===== src/hdl/serial_pkg.sv =====
/*
 Shared constants and types of the serial port with baud selection.
 Assumes an 8-bit I/O space host bus on the core clock.
*/
package serial_pkg;
    // I/O addresses
    localparam logic [7:0] ADDR_BAUD = 8'hDE;
    localparam logic [7:0] ADDR_DATA = 8'hEC;
    localparam logic [7:0] ADDR_CTRL = 8'hED;
    localparam logic [7:0] ADDR_SYNC = 8'hEE;
    // Reset values
    localparam logic [7:0]  CTRL_RST   = 8'h00;
    localparam logic [7:0]  SYNC_RST   = 8'h16;
    localparam logic [15:0] FACTOR_RST = 16'h0000;
    // Status bit positions
    localparam int ST_TXRDY = 0;
    localparam int ST_RXRDY = 1;
    localparam int ST_LOCK  = 2;
    localparam int ST_OVR   = 3;
    // Oversampling counts
    localparam logic [7:0] OS_SYNC = 8'h01;
    localparam logic [7:0] OS_16   = 8'h10;
    localparam logic [7:0] OS_64   = 8'h40;
    localparam logic [2:0] LEN_MIN = 3'h4;
    localparam int         BUF_DEPTH = 2;

    // Control byte layout, bit 7 down to bit 0
    typedef struct packed {
        logic       ext_sync;  // External character sync
        logic       brk;       // Force break on line
        logic       div64;     // Async bit = 64 clocks
        logic [1:0] stop;      // 0: 1, 1: 1.5, 2/3: 2 stop bits
        logic [1:0] len;       // Character length minus five
        logic       sync;      // Synchronous mode
    } cfg_t;

    typedef struct packed {
        logic       wr;
        logic       rd;
        logic [7:0] addr;
        logic [7:0] data;
    } io_req_t;

    typedef enum logic [1:0] {TX_IDLE, TX_START, TX_DATA, TX_STOP} tx_state_t;
    typedef enum logic [2:0] {RX_IDLE, RX_START, RX_DATA, RX_STOP, RX_HUNT} rx_state_t;
endpackage


===== src/hdl/two_entry_buf.sv =====
/*
 Two-entry buffer with valid/ready on both sides.
 Assumes one clock, asynchronous active-low reset, clock enable.
*/
`timescale 1ns/10ps
`default_nettype none
module two_entry_buf #(
    parameter int W     = 8,
    parameter int DEPTH = 2
) (
    input  wire logic         clk,       // Core clock
    input  wire logic         rst_n,     // Reset, active low
    input  wire logic         ce,        // Clock enable
    input  wire logic         in_valid,  // Write offered
    output logic              in_ready,  // Space free
    input  wire logic [W-1:0] in_data,   // Write word
    output logic              out_valid, // Word held
    input  wire logic         out_ready, // Drain accepts
    output logic [W-1:0]      out_data   // Oldest word
);
    // Structure serves exactly two entries
    if (DEPTH != 2) begin : g_chk
        $error("two_entry_buf supports DEPTH of 2 only");
    end

    logic [W-1:0] mem_ff [DEPTH];
    logic         wp_ff;
    logic         rp_ff;
    logic [1:0]   cnt_ff;

    // Handshakes
    wire push = ce && in_valid && in_ready;
    wire pop  = ce && out_valid && out_ready;
    assign in_ready  = cnt_ff != 2'h2;
    assign out_valid = cnt_ff != 2'h0;
    assign out_data  = mem_ff[rp_ff];

    // Storage
    always_ff @(posedge clk) begin
        if (push) begin
            mem_ff[wp_ff] <= in_data;
        end
    end

    // Pointers and fill count
    always_ff @(posedge clk or negedge rst_n) begin
        if (!rst_n) begin
            wp_ff  <= 1'b0;
            rp_ff  <= 1'b0;
            cnt_ff <= 2'h0;
        end else begin
            if (push) wp_ff <= ~wp_ff;
            if (pop)  rp_ff <= ~rp_ff;
            cnt_ff <= cnt_ff + 2'(push) - 2'(pop);
        end
    end
endmodule
`default_nettype wire


===== src/hdl/serial_port.sv =====
/*
 Serial port with software-selected baud clock, sync and async framing.
 Assumes host I/O requests on core_clk; rxd and ext sync come from pins.
*/
`timescale 1ns/10ps
`default_nettype none
module serial_port (
    input  wire logic              core_clk,   // 250 MHz core clock
    input  wire logic              rst_n,      // Async reset, active low
    input  wire logic              ce,         // Clock enable
    input  wire serial_pkg::io_req_t io_req,   // Host I/O request
    output logic [7:0]             io_rdata,   // Read data, next cycle
    input  wire logic              rxd,        // Serial receive pin
    input  wire logic              sync_in,    // External sync detect pin
    output logic                   txd,        // Serial transmit pin
    output logic                   rx_irq,     // Character waiting
    output logic                   tx_irq      // Transmit buffer has room
);
    import serial_pkg::*;

    // Character alignment of an LSB-first shift register
    function automatic logic [7:0] align(input logic [7:0] v, input logic [1:0] len);
        return v >> (2'h3 - len);
    endfunction

    logic       rs1_ff, rst_i;
    logic       rxm_ff, rxs_ff, snm_ff, sns_ff;
    cfg_t       cfg_ff;
    logic [7:0] sync_ff, lo_ff, rdata_ff, rxbuf_ff;
    logic       hi_sel_ff, rxrdy_ff, ovr_ff, txd_ff, rxirq_ff, txirq_ff;
    logic [15:0] factor_ff, baud_cnt_ff;
    tx_state_t  tx_st_ff;
    rx_state_t  rx_st_ff;
    logic [7:0] tx_sh_ff, rx_sh_ff, tx_cnt_ff, rx_cnt_ff;
    logic [2:0] tx_idx_ff, rx_idx_ff;

    // Reset release through two flip-flops
    always_ff @(posedge core_clk or negedge rst_n) begin
        if (!rst_n) begin
            rs1_ff <= 1'b0;
            rst_i  <= 1'b0;
        end else begin
            rs1_ff <= 1'b1;
            rst_i  <= rs1_ff;
        end
    end

    // Pin synchronisers
    always_ff @(posedge core_clk or negedge rst_i) begin
        if (!rst_i) begin
            {rxm_ff, rxs_ff, snm_ff, sns_ff} <= 4'hC;  // Line idle high, sync low
        end else if (ce) begin
            rxm_ff <= rxd;
            rxs_ff <= rxm_ff;
            snm_ff <= sync_in;
            sns_ff <= snm_ff;
        end
    end

    // Address decode
    wire wr_baud = io_req.wr && io_req.addr == ADDR_BAUD;
    wire wr_data = io_req.wr && io_req.addr == ADDR_DATA;
    wire wr_ctrl = io_req.wr && io_req.addr == ADDR_CTRL;
    wire wr_sync = io_req.wr && io_req.addr == ADDR_SYNC;
    wire rd_data = io_req.rd && io_req.addr == ADDR_DATA;
    wire rd_ctrl = io_req.rd && io_req.addr == ADDR_CTRL;

    // Baud clock from the programmed factor
    wire        baud_on   = factor_ff != 16'h0000;
    wire        baud_tick = baud_on && baud_cnt_ff == 16'h0000;
    wire [15:0] nxt_baud  = !baud_on ? 16'h0000 :
                            baud_tick ? factor_ff - 16'h0001 : baud_cnt_ff - 16'h0001;

    // Bit timing: one baud clock per bit in sync, 16 or 64 in async
    wire [7:0] os_len   = cfg_ff.sync ? OS_SYNC : (cfg_ff.div64 ? OS_64 : OS_16);
    wire [7:0] half     = os_len >> 1;
    wire [7:0] stop_len = cfg_ff.stop == 2'h0 ? os_len :
                          cfg_ff.stop == 2'h1 ? os_len + half : os_len << 1;
    wire [2:0] last_idx = {1'b0, cfg_ff.len} + LEN_MIN;

    // Transmit buffer
    logic       tb_in_rdy, tb_out_vld, tb_pop;
    logic [7:0] tb_out;
    two_entry_buf #(.W(8), .DEPTH(BUF_DEPTH)) u_txbuf (
        .clk       (core_clk),
        .rst_n     (rst_i),
        .ce        (ce),
        .in_valid  (wr_data),
        .in_ready  (tb_in_rdy),
        .in_data   (io_req.data),
        .out_valid (tb_out_vld),
        .out_ready (tb_pop),
        .out_data  (tb_out)
    );

    // Transmit bit boundaries and line level
    wire [7:0] tx_tgt  = (tx_st_ff == TX_STOP) ? stop_len - 8'h01 : os_len - 8'h01;
    wire       tx_end  = baud_tick && tx_cnt_ff == tx_tgt;
    wire       tx_last = tx_idx_ff == last_idx;
    wire       tx_wrap = tx_st_ff == TX_DATA && tx_end && tx_last && cfg_ff.sync;
    assign tb_pop = tx_st_ff == TX_IDLE || tx_wrap;
    wire       nxt_txd = cfg_ff.brk ? 1'b0 :
                         tx_st_ff == TX_START ? 1'b0 :
                         tx_st_ff == TX_DATA ? tx_sh_ff[0] : 1'b1;

    // Receive bit boundaries and completed character
    wire [7:0] rx_tgt  = (rx_st_ff == RX_START) ? half - 8'h01 : os_len - 8'h01;
    wire       rx_end  = baud_tick && rx_cnt_ff == rx_tgt;
    wire [7:0] rx_nsh  = {rxs_ff, rx_sh_ff[7:1]};
    wire       rx_done = rx_st_ff == RX_DATA && rx_end && rx_idx_ff == last_idx;
    wire       sync_hit = cfg_ff.ext_sync ? sns_ff :
                          align(rx_nsh, cfg_ff.len) == align(sync_ff, cfg_ff.len);
    wire [7:0] status  = {4'h0, ovr_ff, cfg_ff.sync && rx_st_ff == RX_DATA, rxrdy_ff, tb_in_rdy};
    wire [7:0] nxt_rd  = rd_data ? rxbuf_ff : (rd_ctrl ? status : 8'h00);

    // Host registers, factor assembly and read data
    always_ff @(posedge core_clk or negedge rst_i) begin
        if (!rst_i) begin
            cfg_ff    <= cfg_t'(CTRL_RST);
            sync_ff   <= SYNC_RST;
            factor_ff <= FACTOR_RST;
            lo_ff     <= 8'h00;
            hi_sel_ff <= 1'b0;
            rdata_ff  <= 8'h00;
        end else if (ce) begin
            if (wr_ctrl) cfg_ff <= cfg_t'(io_req.data);
            if (wr_sync) sync_ff <= io_req.data;
            if (wr_baud) hi_sel_ff <= ~hi_sel_ff;
            if (wr_baud && !hi_sel_ff) lo_ff <= io_req.data;
            if (wr_baud && hi_sel_ff) factor_ff <= {io_req.data, lo_ff};
            rdata_ff <= nxt_rd;
        end
    end

    // Baud counter
    always_ff @(posedge core_clk or negedge rst_i) begin
        if (!rst_i) baud_cnt_ff <= 16'h0000;
        else if (ce) baud_cnt_ff <= nxt_baud;
    end

    // Transmitter
    always_ff @(posedge core_clk or negedge rst_i) begin
        if (!rst_i) begin
            tx_st_ff  <= TX_IDLE;
            tx_sh_ff  <= 8'h00;
            tx_cnt_ff <= 8'h00;
            tx_idx_ff <= 3'h0;
            txd_ff    <= 1'b1;
        end else if (ce) begin
            txd_ff <= nxt_txd;
            if (tx_st_ff == TX_IDLE) tx_cnt_ff <= 8'h00;
            else if (baud_tick) tx_cnt_ff <= tx_end ? 8'h00 : tx_cnt_ff + 8'h01;
            unique case (tx_st_ff)
                TX_IDLE: begin
                    tx_idx_ff <= 3'h0;
                    if (cfg_ff.sync) begin
                        tx_sh_ff <= tb_out_vld ? tb_out : sync_ff;
                        tx_st_ff <= TX_DATA;
                    end else if (tb_out_vld) begin
                        tx_sh_ff <= tb_out;
                        tx_st_ff <= TX_START;
                    end
                end
                TX_START: if (tx_end) tx_st_ff <= TX_DATA;
                TX_DATA: if (tx_end) begin
                    tx_sh_ff  <= tx_sh_ff >> 1;
                    tx_idx_ff <= tx_idx_ff + 3'h1;
                    if (tx_last) tx_idx_ff <= 3'h0;
                    if (tx_wrap) tx_sh_ff <= tb_out_vld ? tb_out : sync_ff;
                    else if (tx_last) tx_st_ff <= TX_STOP;
                end
                TX_STOP: if (tx_end) tx_st_ff <= TX_IDLE;
            endcase
        end
    end

    // Receiver
    always_ff @(posedge core_clk or negedge rst_i) begin
        if (!rst_i) begin
            rx_st_ff  <= RX_IDLE;
            rx_sh_ff  <= 8'h00;
            rx_cnt_ff <= 8'h00;
            rx_idx_ff <= 3'h0;
        end else if (ce) begin
            if (rx_st_ff == RX_IDLE || rx_st_ff == RX_HUNT) rx_cnt_ff <= 8'h00;
            else if (baud_tick) rx_cnt_ff <= rx_end ? 8'h00 : rx_cnt_ff + 8'h01;
            unique case (rx_st_ff)
                RX_IDLE: begin
                    rx_idx_ff <= 3'h0;
                    if (cfg_ff.sync) rx_st_ff <= RX_HUNT;
                    else if (baud_tick && !rxs_ff) rx_st_ff <= RX_START;
                end
                RX_START: if (rx_end) rx_st_ff <= rxs_ff ? RX_IDLE : RX_DATA;
                RX_DATA: if (rx_end) begin
                    rx_sh_ff  <= rx_nsh;
                    rx_idx_ff <= rx_done ? 3'h0 : rx_idx_ff + 3'h1;
                    if (rx_done && !cfg_ff.sync) rx_st_ff <= RX_STOP;
                end
                RX_STOP: if (rx_end) rx_st_ff <= RX_IDLE;
                RX_HUNT: begin
                    if (!cfg_ff.sync) rx_st_ff <= RX_IDLE;
                    else if (baud_tick) begin
                        rx_sh_ff <= rx_nsh;
                        if (sync_hit) rx_st_ff <= RX_DATA;
                    end
                end
                default: rx_st_ff <= RX_IDLE;
            endcase
        end
    end

    // Receive holding register and flags; a new character beats the read clear
    always_ff @(posedge core_clk or negedge rst_i) begin
        if (!rst_i) begin
            rxbuf_ff <= 8'h00;
            rxrdy_ff <= 1'b0;
            ovr_ff   <= 1'b0;
            rxirq_ff <= 1'b0;
            txirq_ff <= 1'b0;
        end else if (ce) begin
            if (rx_done) rxbuf_ff <= align(rx_nsh, cfg_ff.len);
            rxrdy_ff <= rx_done || (rxrdy_ff && !rd_data);
            ovr_ff   <= (rx_done && rxrdy_ff && !rd_data) || (ovr_ff && !rd_ctrl);
            rxirq_ff <= rx_done || (rxrdy_ff && !rd_data);
            txirq_ff <= tb_in_rdy;
        end
    end

    assign io_rdata = rdata_ff;
    assign txd      = txd_ff;
    assign rx_irq   = rxirq_ff;
    assign tx_irq   = txirq_ff;
endmodule
`default_nettype wire


===== config.mk =====
export PLATFORM = sky130hd
export DESIGN_NAME = serial_port
export DESIGN_NICKNAME = d
export VERILOG_FILES = /design/src/hdl/serial_pkg.sv /design/src/hdl/two_entry_buf.sv /design/src/hdl/serial_port.sv
export SDC_FILE = /design/constraint.sdc
export NUM_CORES = 1
export LEC_CHECK = 0
export ABC_AREA = 1
export BUFFER_PORTS_ARGS = -buffer_cell sky130_fd_sc_hd__buf_2
export CAP_MARGIN = 10
export CORE_MARGIN = 5
export CORE_UTILIZATION = 45
export DETAILED_ROUTE_END_ITERATION = 8
export SLEW_MARGIN = 30
export SYNTH_ARGS = -nofsm -noshare
export SYNTH_HDL_FRONTEND = slang
export SYNTH_SLANG_ARGS = --single-unit

===== constraint.sdc =====
create_clock -name core_clk -period 6.45 [get_ports core_clk]
set_clock_uncertainty 0.1 [all_clocks]
set_input_delay 0.3225 -clock core_clk [delete_from_list [all_inputs] [get_ports core_clk]]
set_output_delay 0.3225 -clock core_clk [all_outputs]
set_load 0.01 [all_outputs]

==> impl_metrics.json, run 1 <==
{
  "antenna_found_initial": 0,
  "max_clk_rate_mhz": 275,
  "core.rowCount": 50,
  "end_kind": "flip-flop",
  "path_class": "flip-flop to flip-flop",
  "synthDominantCellAreaShare": 0.364,
  "max-vdd-ir-drop_mv": 0.188,
  "ys_top_cells_by_area": "sky130_fd_sc_hd__dfrtp_1 36%, sky130_fd_sc_hd__nand2_1 15%, sky130_fd_sc_hd__nand3_1 6.7%",
  "detailroute.via_count": 7113,
  "largest_net_degree_at_the_start_of_global_routing": 73,
  "timing.critical_path.fanout_max": 21,
  "simple_logic_cell_fraction_of_the_synthesized_area": 0.320,
  "timing_hold_violations_final": 0,
  "numCtsBuffers": 17,
  "weighted_congestion_reported_at_the_end_of_routability_driven_placement": 0.878,
  "mapped_cells": 1122,
  "grt.overflow.total": 0,
  "drt_first_pass_iters": 5,
  "syn_to_final_growth_pct": 10.6,
  "grt_pass1_wl_um": 35000,
  "via_per_inst": 5.11,
  "synth_top_cell_by_area": "sky130_fd_sc_hd__dfrtp_1",
  "cts_tree": "built",
  "synth_top_family_by_area": "simple AND/OR/NAND/NOR gates",
  "design.core.area_um2": 18600,
  "cp_data_required_time_ns": 6.70,
  "clock_tree.buffer_depth": 2,
  "grt_setup_unrepaired": "no",
  "cts_num_sinks": 145,
  "drv_cap": 0,
  "yosys_register_bits": 145,
  "synthXorXnorAreaFrac": 0.0266,
  "grt_pass1_vias": 6812,
  "clock_insertion_delay_worst_skew_ns": 0.42,
  "outcome": "complete, no violations",
  "max_slew.worst_pin.slew_ns": 0.862,
  "rrSetupSlack_ns": 2.81,
  "final-setup-viol-count": 0,
  "type_of_the_worst_min_delay_path": "input pin to flip-flop",
  "route.detailed.drc": 0,
  "final-max-slew-violation-count": 0,
  "top_level_ports": 34,
  "dieHeight_um": 147,
  "hold-worst-slack_ns": 0.0108,
  "fill_cells": 1795,
  "mappedNetlistArea_um2": 8460,
  "synth.area.mux_share": 0.0106,
  "synth_cell_types": 51,
  "final_nets": 1182,
  "commonest_non_fill_non_tap_cells_in_the_layout": "335 x sky130_fd_sc_hd__nand2_1, 126 x sky130_fd_sc_hd__inv_1, 122 x sky130_fd_sc_hd__dfrtp_1, 113 x sky130_fd_sc_hd__nand3_1, 88 x sky130_fd_sc_hd__nor2_1",
  "synth_warnings": 0,
  "cts.hold.buffers_added": 4,
  "post_route_cells_drive_above_1_share": 0.118,
  "layout.cells.most_common": "sky130_fd_sc_hd__nand2_1",
  "cp.arrival_ns": 3.89,
  "synth_adder_area_share": 0.0192,
  "startpoint_type": "flip-flop",
  "avgSynthCellArea_um2": 7.54,
  "multiInputGateArea_um2": 4040,
  "clock_tree.htree_level_count": 4,
  "clk_pin_slew_worst_paths_ns": 0.06,
  "synth_fp_nets": 1158,
  "slew_headroom": 0.423,
  "port_buffers": 33,
  "horiz_die_dim_um": 147,
  "antenna_cells_inserted": 0,
  "dp.final_hpwl_um": 15100,
  "clock_tree.root_cell": "sky130_fd_sc_hd__clkbuf_16",
  "sequential_cell_area_um2": 3720,
  "dieArea_um2": 21600,
  "synth.yosys.seq_area_share": 0.439,
  "fin_crit_sh": 0.564,
  "gr-usage-all-layers": 0.200,
  "synthesized_area_fraction_occupied_by_ao_oa_aoi_and_oai_cells": 0.101,
  "postCtsSetupBuffers": 0,
  "drt.antenna.violating_nets": 0,
  "min_period_ns": 3.64,
  "cts-resized-gates": 0,
  "finalSetupTns_ns": 0,
  "drt-initial-drc-count": 489,
  "cellLeakagePower_nw": 4.68,
  "totalWireLength_um": 21000,
  "initial_core_util": 0.455,
  "powerDensity_nw_per_um2": 313,
  "avgRoutedWirePerCell_um": 15.1
}
[worst max-delay path: stages, from the launching register on]
cell	delay, ns
sky130_fd_sc_hd__dfrtp_1	0.91
sky130_fd_sc_hd__inv_2	0.34
sky130_fd_sc_hd__nand2_2	0.20
sky130_fd_sc_hd__ha_1	0.22
sky130_fd_sc_hd__inv_1	0.07
sky130_fd_sc_hd__o21ai_1	0.18
sky130_fd_sc_hd__nand3_1	0.10
sky130_fd_sc_hd__nor2_2	0.19
sky130_fd_sc_hd__nand2_2	0.11
sky130_fd_sc_hd__nor2_8	0.15
sky130_fd_sc_hd__nand3_4	0.14
sky130_fd_sc_hd__nand2_1	0.13
sky130_fd_sc_hd__nand3_1	0.09
sky130_fd_sc_hd__inv_1	0.09
sky130_fd_sc_hd__ha_1	0.23
sky130_fd_sc_hd__inv_1	0.06
sky130_fd_sc_hd__ha_1	0.14
sky130_fd_sc_hd__xnor2_1	0.11
[metal layers]
layer | global-route usage | share of wire | wire length (um) | vias up
met2 | 0.314 | 0.46 | 9600 | 131
met4 | 0.0517 | 0.011 | 240 | 0
met3 | 0.0345 | 0.040 | 831 | 16
met1 | 0.290 | 0.49 | 10300 | 3285
met5 | 0 | 0 | 0 | -
li1 | - | - | - | 3681
[cell type report]
cell class,instances,area share
multi-input cells,805,0.432
flip-flops and latches,145,0.397
inverters,138,0.0553
clock buffers,18,0.0469
well taps,234,0.0313
repair buffers,39,0.0239
clock inverters,14,0.0134
[flip-flops by register name, indices dropped and copies added (netlist names), 7 cells and up]
register,count
rx_sh_ff,7
sync_ff,8
factor_ff,16
baud_cnt_ff,16
rx_cnt_ff,8
lo_ff,8
tx_cnt_ff,8
io_rdata,8
u_txbuf.mem_ff,16
rxbuf_ff,8
tx_sh_ff,8
cfg_ff,8
[report_power, final]
part / switching [mW] / internal, mW
Combinational: 0.564 / 0.271
Clock: 0.434 / 0.516
Sequential: 0.111 / 1.03
Total: 1.11 / 1.82
[path summary, 6_finish.rpt]
| path | endpoint | depth (start not counted) | startpoint |
|---|---|---|---|
| setup / recovery | u_txbuf.cnt_ff[1] | 17 | cfg_ff[0] |
| hold / removal | u_txbuf.mem_ff[0][6] | 1 | io_req[6] |
| setup reg to reg | u_txbuf.cnt_ff[1] | 17 | cfg_ff[0] |
| hold reg to reg | rst_i | 0 | rs1_ff |
| max in group asynchronous | rx_sh_ff[4] | 1 | rst_i |
| min in group asynchronous | rs1_ff | 2 | rst_n |
[cell usage after synthesis, drive strengths merged]
master / instances
nand2: 348
inv: 136
dfrtp: 123
nand3: 116
nor2: 98
o21ai: 87
a21oi: 42
nand4: 31
buf: 17
clkbuf: 17
edfxtp: 16
xor2: 16
ha: 13
nor3: 9
mux2: 8
o21bai: 8
xnor2: 8
dfstp: 6
o22ai: 6
clkinv: 2
nand3b: 2
o221ai: 2
a31oi: 1
and2: 1
and3: 1
conb: 1
nor3b: 1
nor4: 1
o211ai: 1
o21a: 1
o32ai: 1
o41ai: 1
or2: 1
[through the flow]
step           setup WS (ns)  area, um2  cells   util  total power [mW]
6_report                2.81       9360   1393  0.504              2.93
5_1_grt                 2.47       9360   1393  0.504              3.14
4_1_cts                 2.80       9360   1393  0.504              2.95
3_5_place_dp            2.80       8750   1357  0.471              1.99
3_3_place_gp            2.91       8750   1357  0.471              1.99
2_1_floorplan           2.50       8460   1122      -              1.79
[logic make-up after synthesis]
kind of cell	Yosys count
other cells	1
compound gates	150
buf+inv	172
simple gates	609
mux	8
flops	145
xor+xnor	24
fa+ha+maj	13
(Power assumes the default switching activity.)
==> run 2: changes to the inputs <==
clock period = 3.21 ns   (was 6.45 ns; I/O delays follow)
==> run 2 against run 1 <==
Net effect: combinational power up 100%; via count rose by 2.4%; die area unchanged; hold slack improved by 0.038 ns; sequential power is 100% higher; highest routed layer unchanged; non-clock buffer count rose by 23; clock power grew 97%; cell count rose by 1.7%; total power rose by 100%; largest power group unchanged; routed wire length down 1.7%.
==> impl_metrics.json, run 2 (same netlist as run 1, synthesis figures left out) <==
{
  "dp.final_hpwl_um": 15300,
  "clk_pin_slew_worst_paths_ns": 0.07,
  "critical_path.max_stage_delay_ns": 0.44,
  "dieArea_um2": 21600,
  "syn_to_final_growth_pct": 13.0,
  "antenna_found_initial": 0,
  "utilization": 0.514,
  "top_level_ports": 34,
  "max-vdd-ir-drop_mv": 0.383,
  "timing.critical_path.fanout_max": 9,
  "powerDensity_nw_per_um2": 613,
  "cp.arrival_ns": 3.21,
  "design.core.area_um2": 18600,
  "numCtsBuffers": 17,
  "clock_tree.buffer_depth": 2,
  "power_report.internal_total_mw": 3.66,
  "fin_crit_sh": 0.922,
  "final-setup-viol-count": 0,
  "seqPwrFrac": 0.392,
  "finish.cell_count_without_fillers": 1416,
  "grt_setup_unrepaired": "no",
  "layout.cells.most_common": "sky130_fd_sc_hd__nand2_1",
  "cellLeakagePower_nw": 4.78,
  "end_kind": "flip-flop",
  "finalSetupTns_ns": 0,
  "weighted_congestion_reported_at_the_end_of_routability_driven_placement": 0.890,
  "drt-initial-drc-count": 464,
  "totalWireLength_um": 20700,
  "clock_tree.htree_level_count": 4,
  "drt_first_pass_iters": 5,
  "final_critical_path_setup_slack_ns": 0.250,
  "p_sw_mw": 2.19,
  "final-max-slew-violation-count": 0,
  "critical_path.slowest_cell": "sky130_fd_sc_hd__dfrtp_1",
  "via_per_inst": 5.15,
  "combinationalPowerShare": 0.288,
  "dpl_worst_slack_ns": 0.220,
  "timing_hold_violations_final": 0,
  "type_of_the_worst_min_delay_path": "input pin to flip-flop",
  "route.detailed.drc": 0,
  "clock_share_of_power": 0.320,
  "dieHeight_um": 147,
  "cts_tree": "built",
  "crit_chain": "nor2_4 -> nand3_1 -> ha_1 -> nor2_1 -> nor2_1 -> nand2_1 -> nand3_1 -> nor2_4 -> nand2_2 -> nor2_8 -> nand3_4 -> nand2_1 -> nand3_1 -> inv_1 -> ha_1 -> inv_1 -> ha_1 -> xnor2_1",
  "clock_insertion_delay_worst_skew_ns": 0.43,
  "place_area_um2": 8870,
  "commonest_non_fill_non_tap_cells_in_the_layout": "335 x sky130_fd_sc_hd__nand2_1, 126 x sky130_fd_sc_hd__inv_1, 122 x sky130_fd_sc_hd__dfrtp_1, 113 x sky130_fd_sc_hd__nand3_1, 88 x sky130_fd_sc_hd__nor2_1",
  "detailroute.via_count": 7287,
  "path_class": "flip-flop to flip-flop",
  "postCtsSetupBuffers": 0,
  "largest_net_degree_at_the_start_of_global_routing": 53,
  "grt_pass1_wl_um": 34600,
  "drv_cap": 0,
  "slew_headroom": 0.446,
  "post_route_cells_drive_above_1_share": 0.128,
  "core.rowCount": 50,
  "min_period_ns": 2.96,
  "crit_path_buf_inv_count": 2,
  "initial_core_util": 0.455,
  "avgRoutedWirePerCell_um": 14.6,
  "clock_tree.root_cell": "sky130_fd_sc_hd__clkbuf_16",
  "max_clk_rate_mhz": 338,
  "grt_pass1_vias": 6920,
  "power_switching_share": 0.375,
  "biggestRegsByFlops": "baud_cnt_ff x16, factor_ff x16, u_txbuf.mem_ff x16",
  "postLayoutCellArea_um2": 9560,
  "startpoint_type": "flip-flop",
  "timing.critical_path.max_delay_family": "simple AND/OR/NAND/NOR gates",
  "fill_cells": 1818,
  "horiz_die_dim_um": 147,
  "gr-usage-all-layers": 0.196,
  "max_slew.worst_pin.slew_ns": 0.829,
  "dpl.cell_count": 1371,
  "grt.overflow.total": 0,
  "cts_num_sinks": 145,
  "final_nets": 1205,
  "antenna_cells_inserted": 0,
  "port_buffers": 33,
  "drt.antenna.violating_nets": 0,
  "hold-worst-slack_ns": 0.0486,
  "outcome": "complete, no violations",
  "finalPower_mw": 5.85,
  "cp_data_required_time_ns": 3.46
}
run 2: cell types whose count changed in the layout (fill, tap and decap cells not counted):
cell	change
sky130_fd_sc_hd__clkinv_2	+2
sky130_fd_sc_hd__clkinv_8	-1
sky130_fd_sc_hd__buf_6	-1
sky130_fd_sc_hd__dlygate4sd3_1	+9
sky130_fd_sc_hd__inv_4	-2
sky130_fd_sc_hd__clkbuf_8	-1
sky130_fd_sc_hd__inv_6	+3
sky130_fd_sc_hd__buf_4	+14
sky130_fd_sc_hd__clkinv_4	-1
sky130_fd_sc_hd__nor2_4	+2
sky130_fd_sc_hd__nor2_2	-2
sky130_fd_sc_hd__buf_12	+1
run 2: worst paths after layout:
path                       startpoint           endpoint  slack [ns]  depth (start not counted)
min reg2reg                    rs1_ff              rst_i        0.25                          0
min in group asynchronous       rst_i     baud_cnt_ff[6]        0.28                          0
max reg2reg                 cfg_ff[0]  u_txbuf.cnt_ff[1]        0.25                         18
max                         cfg_ff[0]  u_txbuf.cnt_ff[1]        0.25                         18
max in group asynchronous       rst_i                txd        1.93                          1
min                        io_req[12]          hi_sel_ff        0.05                          6
run 2: area by class of cell:
cell class / instances / area, um2 / share of cell area
Sequential cell: 145 / 3720 / 0.389
Multi-Input combinational cell: 805 / 4050 / 0.424
Tap cell: 234 / 293 / 0.0306
Inverter: 138 / 518 / 0.0542
Clock buffer: 17 / 425 / 0.0445
Clock inverter: 15 / 124 / 0.0130
Timing Repair Buffer: 62 / 428 / 0.0448
run 2: power groups by stage:
stage | Combinational (mW) | Sequential, mW | Clock (mW)
6_report | 1.69 | 2.30 | 1.87
3_5_place_dp | 1.67 | 2.33 | 0
2_1_floorplan | 1.32 | 2.27 | 0
5_1_grt | 1.94 | 2.33 | 2.00
4_1_cts | 1.69 | 2.30 | 1.91
3_3_place_gp | 1.67 | 2.32 | 0
run 2: timing repair:
| action | 4_1_cts | 5_1_grt |
|---|---|---|
| endpoints found under the setup margin | 0 | 2 |
| hold buffers | 13 | 0 |
| resized for setup | 0 | 2 |
| hold endpoints to repair | 21 | 0 |
run 2: worst register-to-register path: stages (launching register included):
cell                      delay [ns]
sky130_fd_sc_hd__dfrtp_1        0.44
sky130_fd_sc_hd__nor2_4         0.19
sky130_fd_sc_hd__nand3_1        0.09
sky130_fd_sc_hd__ha_1           0.28
sky130_fd_sc_hd__nor2_1         0.15
sky130_fd_sc_hd__nor2_1         0.06
sky130_fd_sc_hd__nand2_1        0.08
sky130_fd_sc_hd__nand3_1        0.12
sky130_fd_sc_hd__nor2_4         0.14
sky130_fd_sc_hd__nand2_2        0.10
sky130_fd_sc_hd__nor2_8         0.15
sky130_fd_sc_hd__nand3_4        0.14
sky130_fd_sc_hd__nand2_1        0.14
sky130_fd_sc_hd__nand3_1        0.10
sky130_fd_sc_hd__inv_1          0.08
sky130_fd_sc_hd__ha_1           0.22
sky130_fd_sc_hd__inv_1          0.06
sky130_fd_sc_hd__ha_1           0.14
sky130_fd_sc_hd__xnor2_1        0.11
run 2: routing by layer:
layer | track usage | routed length (um) | part of all wire | up-vias
li1 | - | - | - | 3734
met1 | 0.287 | 10300 | 0.50 | 3383
met2 | 0.301 | 9150 | 0.44 | 149
met3 | 0.0395 | 910 | 0.044 | 21
met4 | 0.0494 | 278 | 0.013 | 0
met5 | 0 | 0 | 0 | -
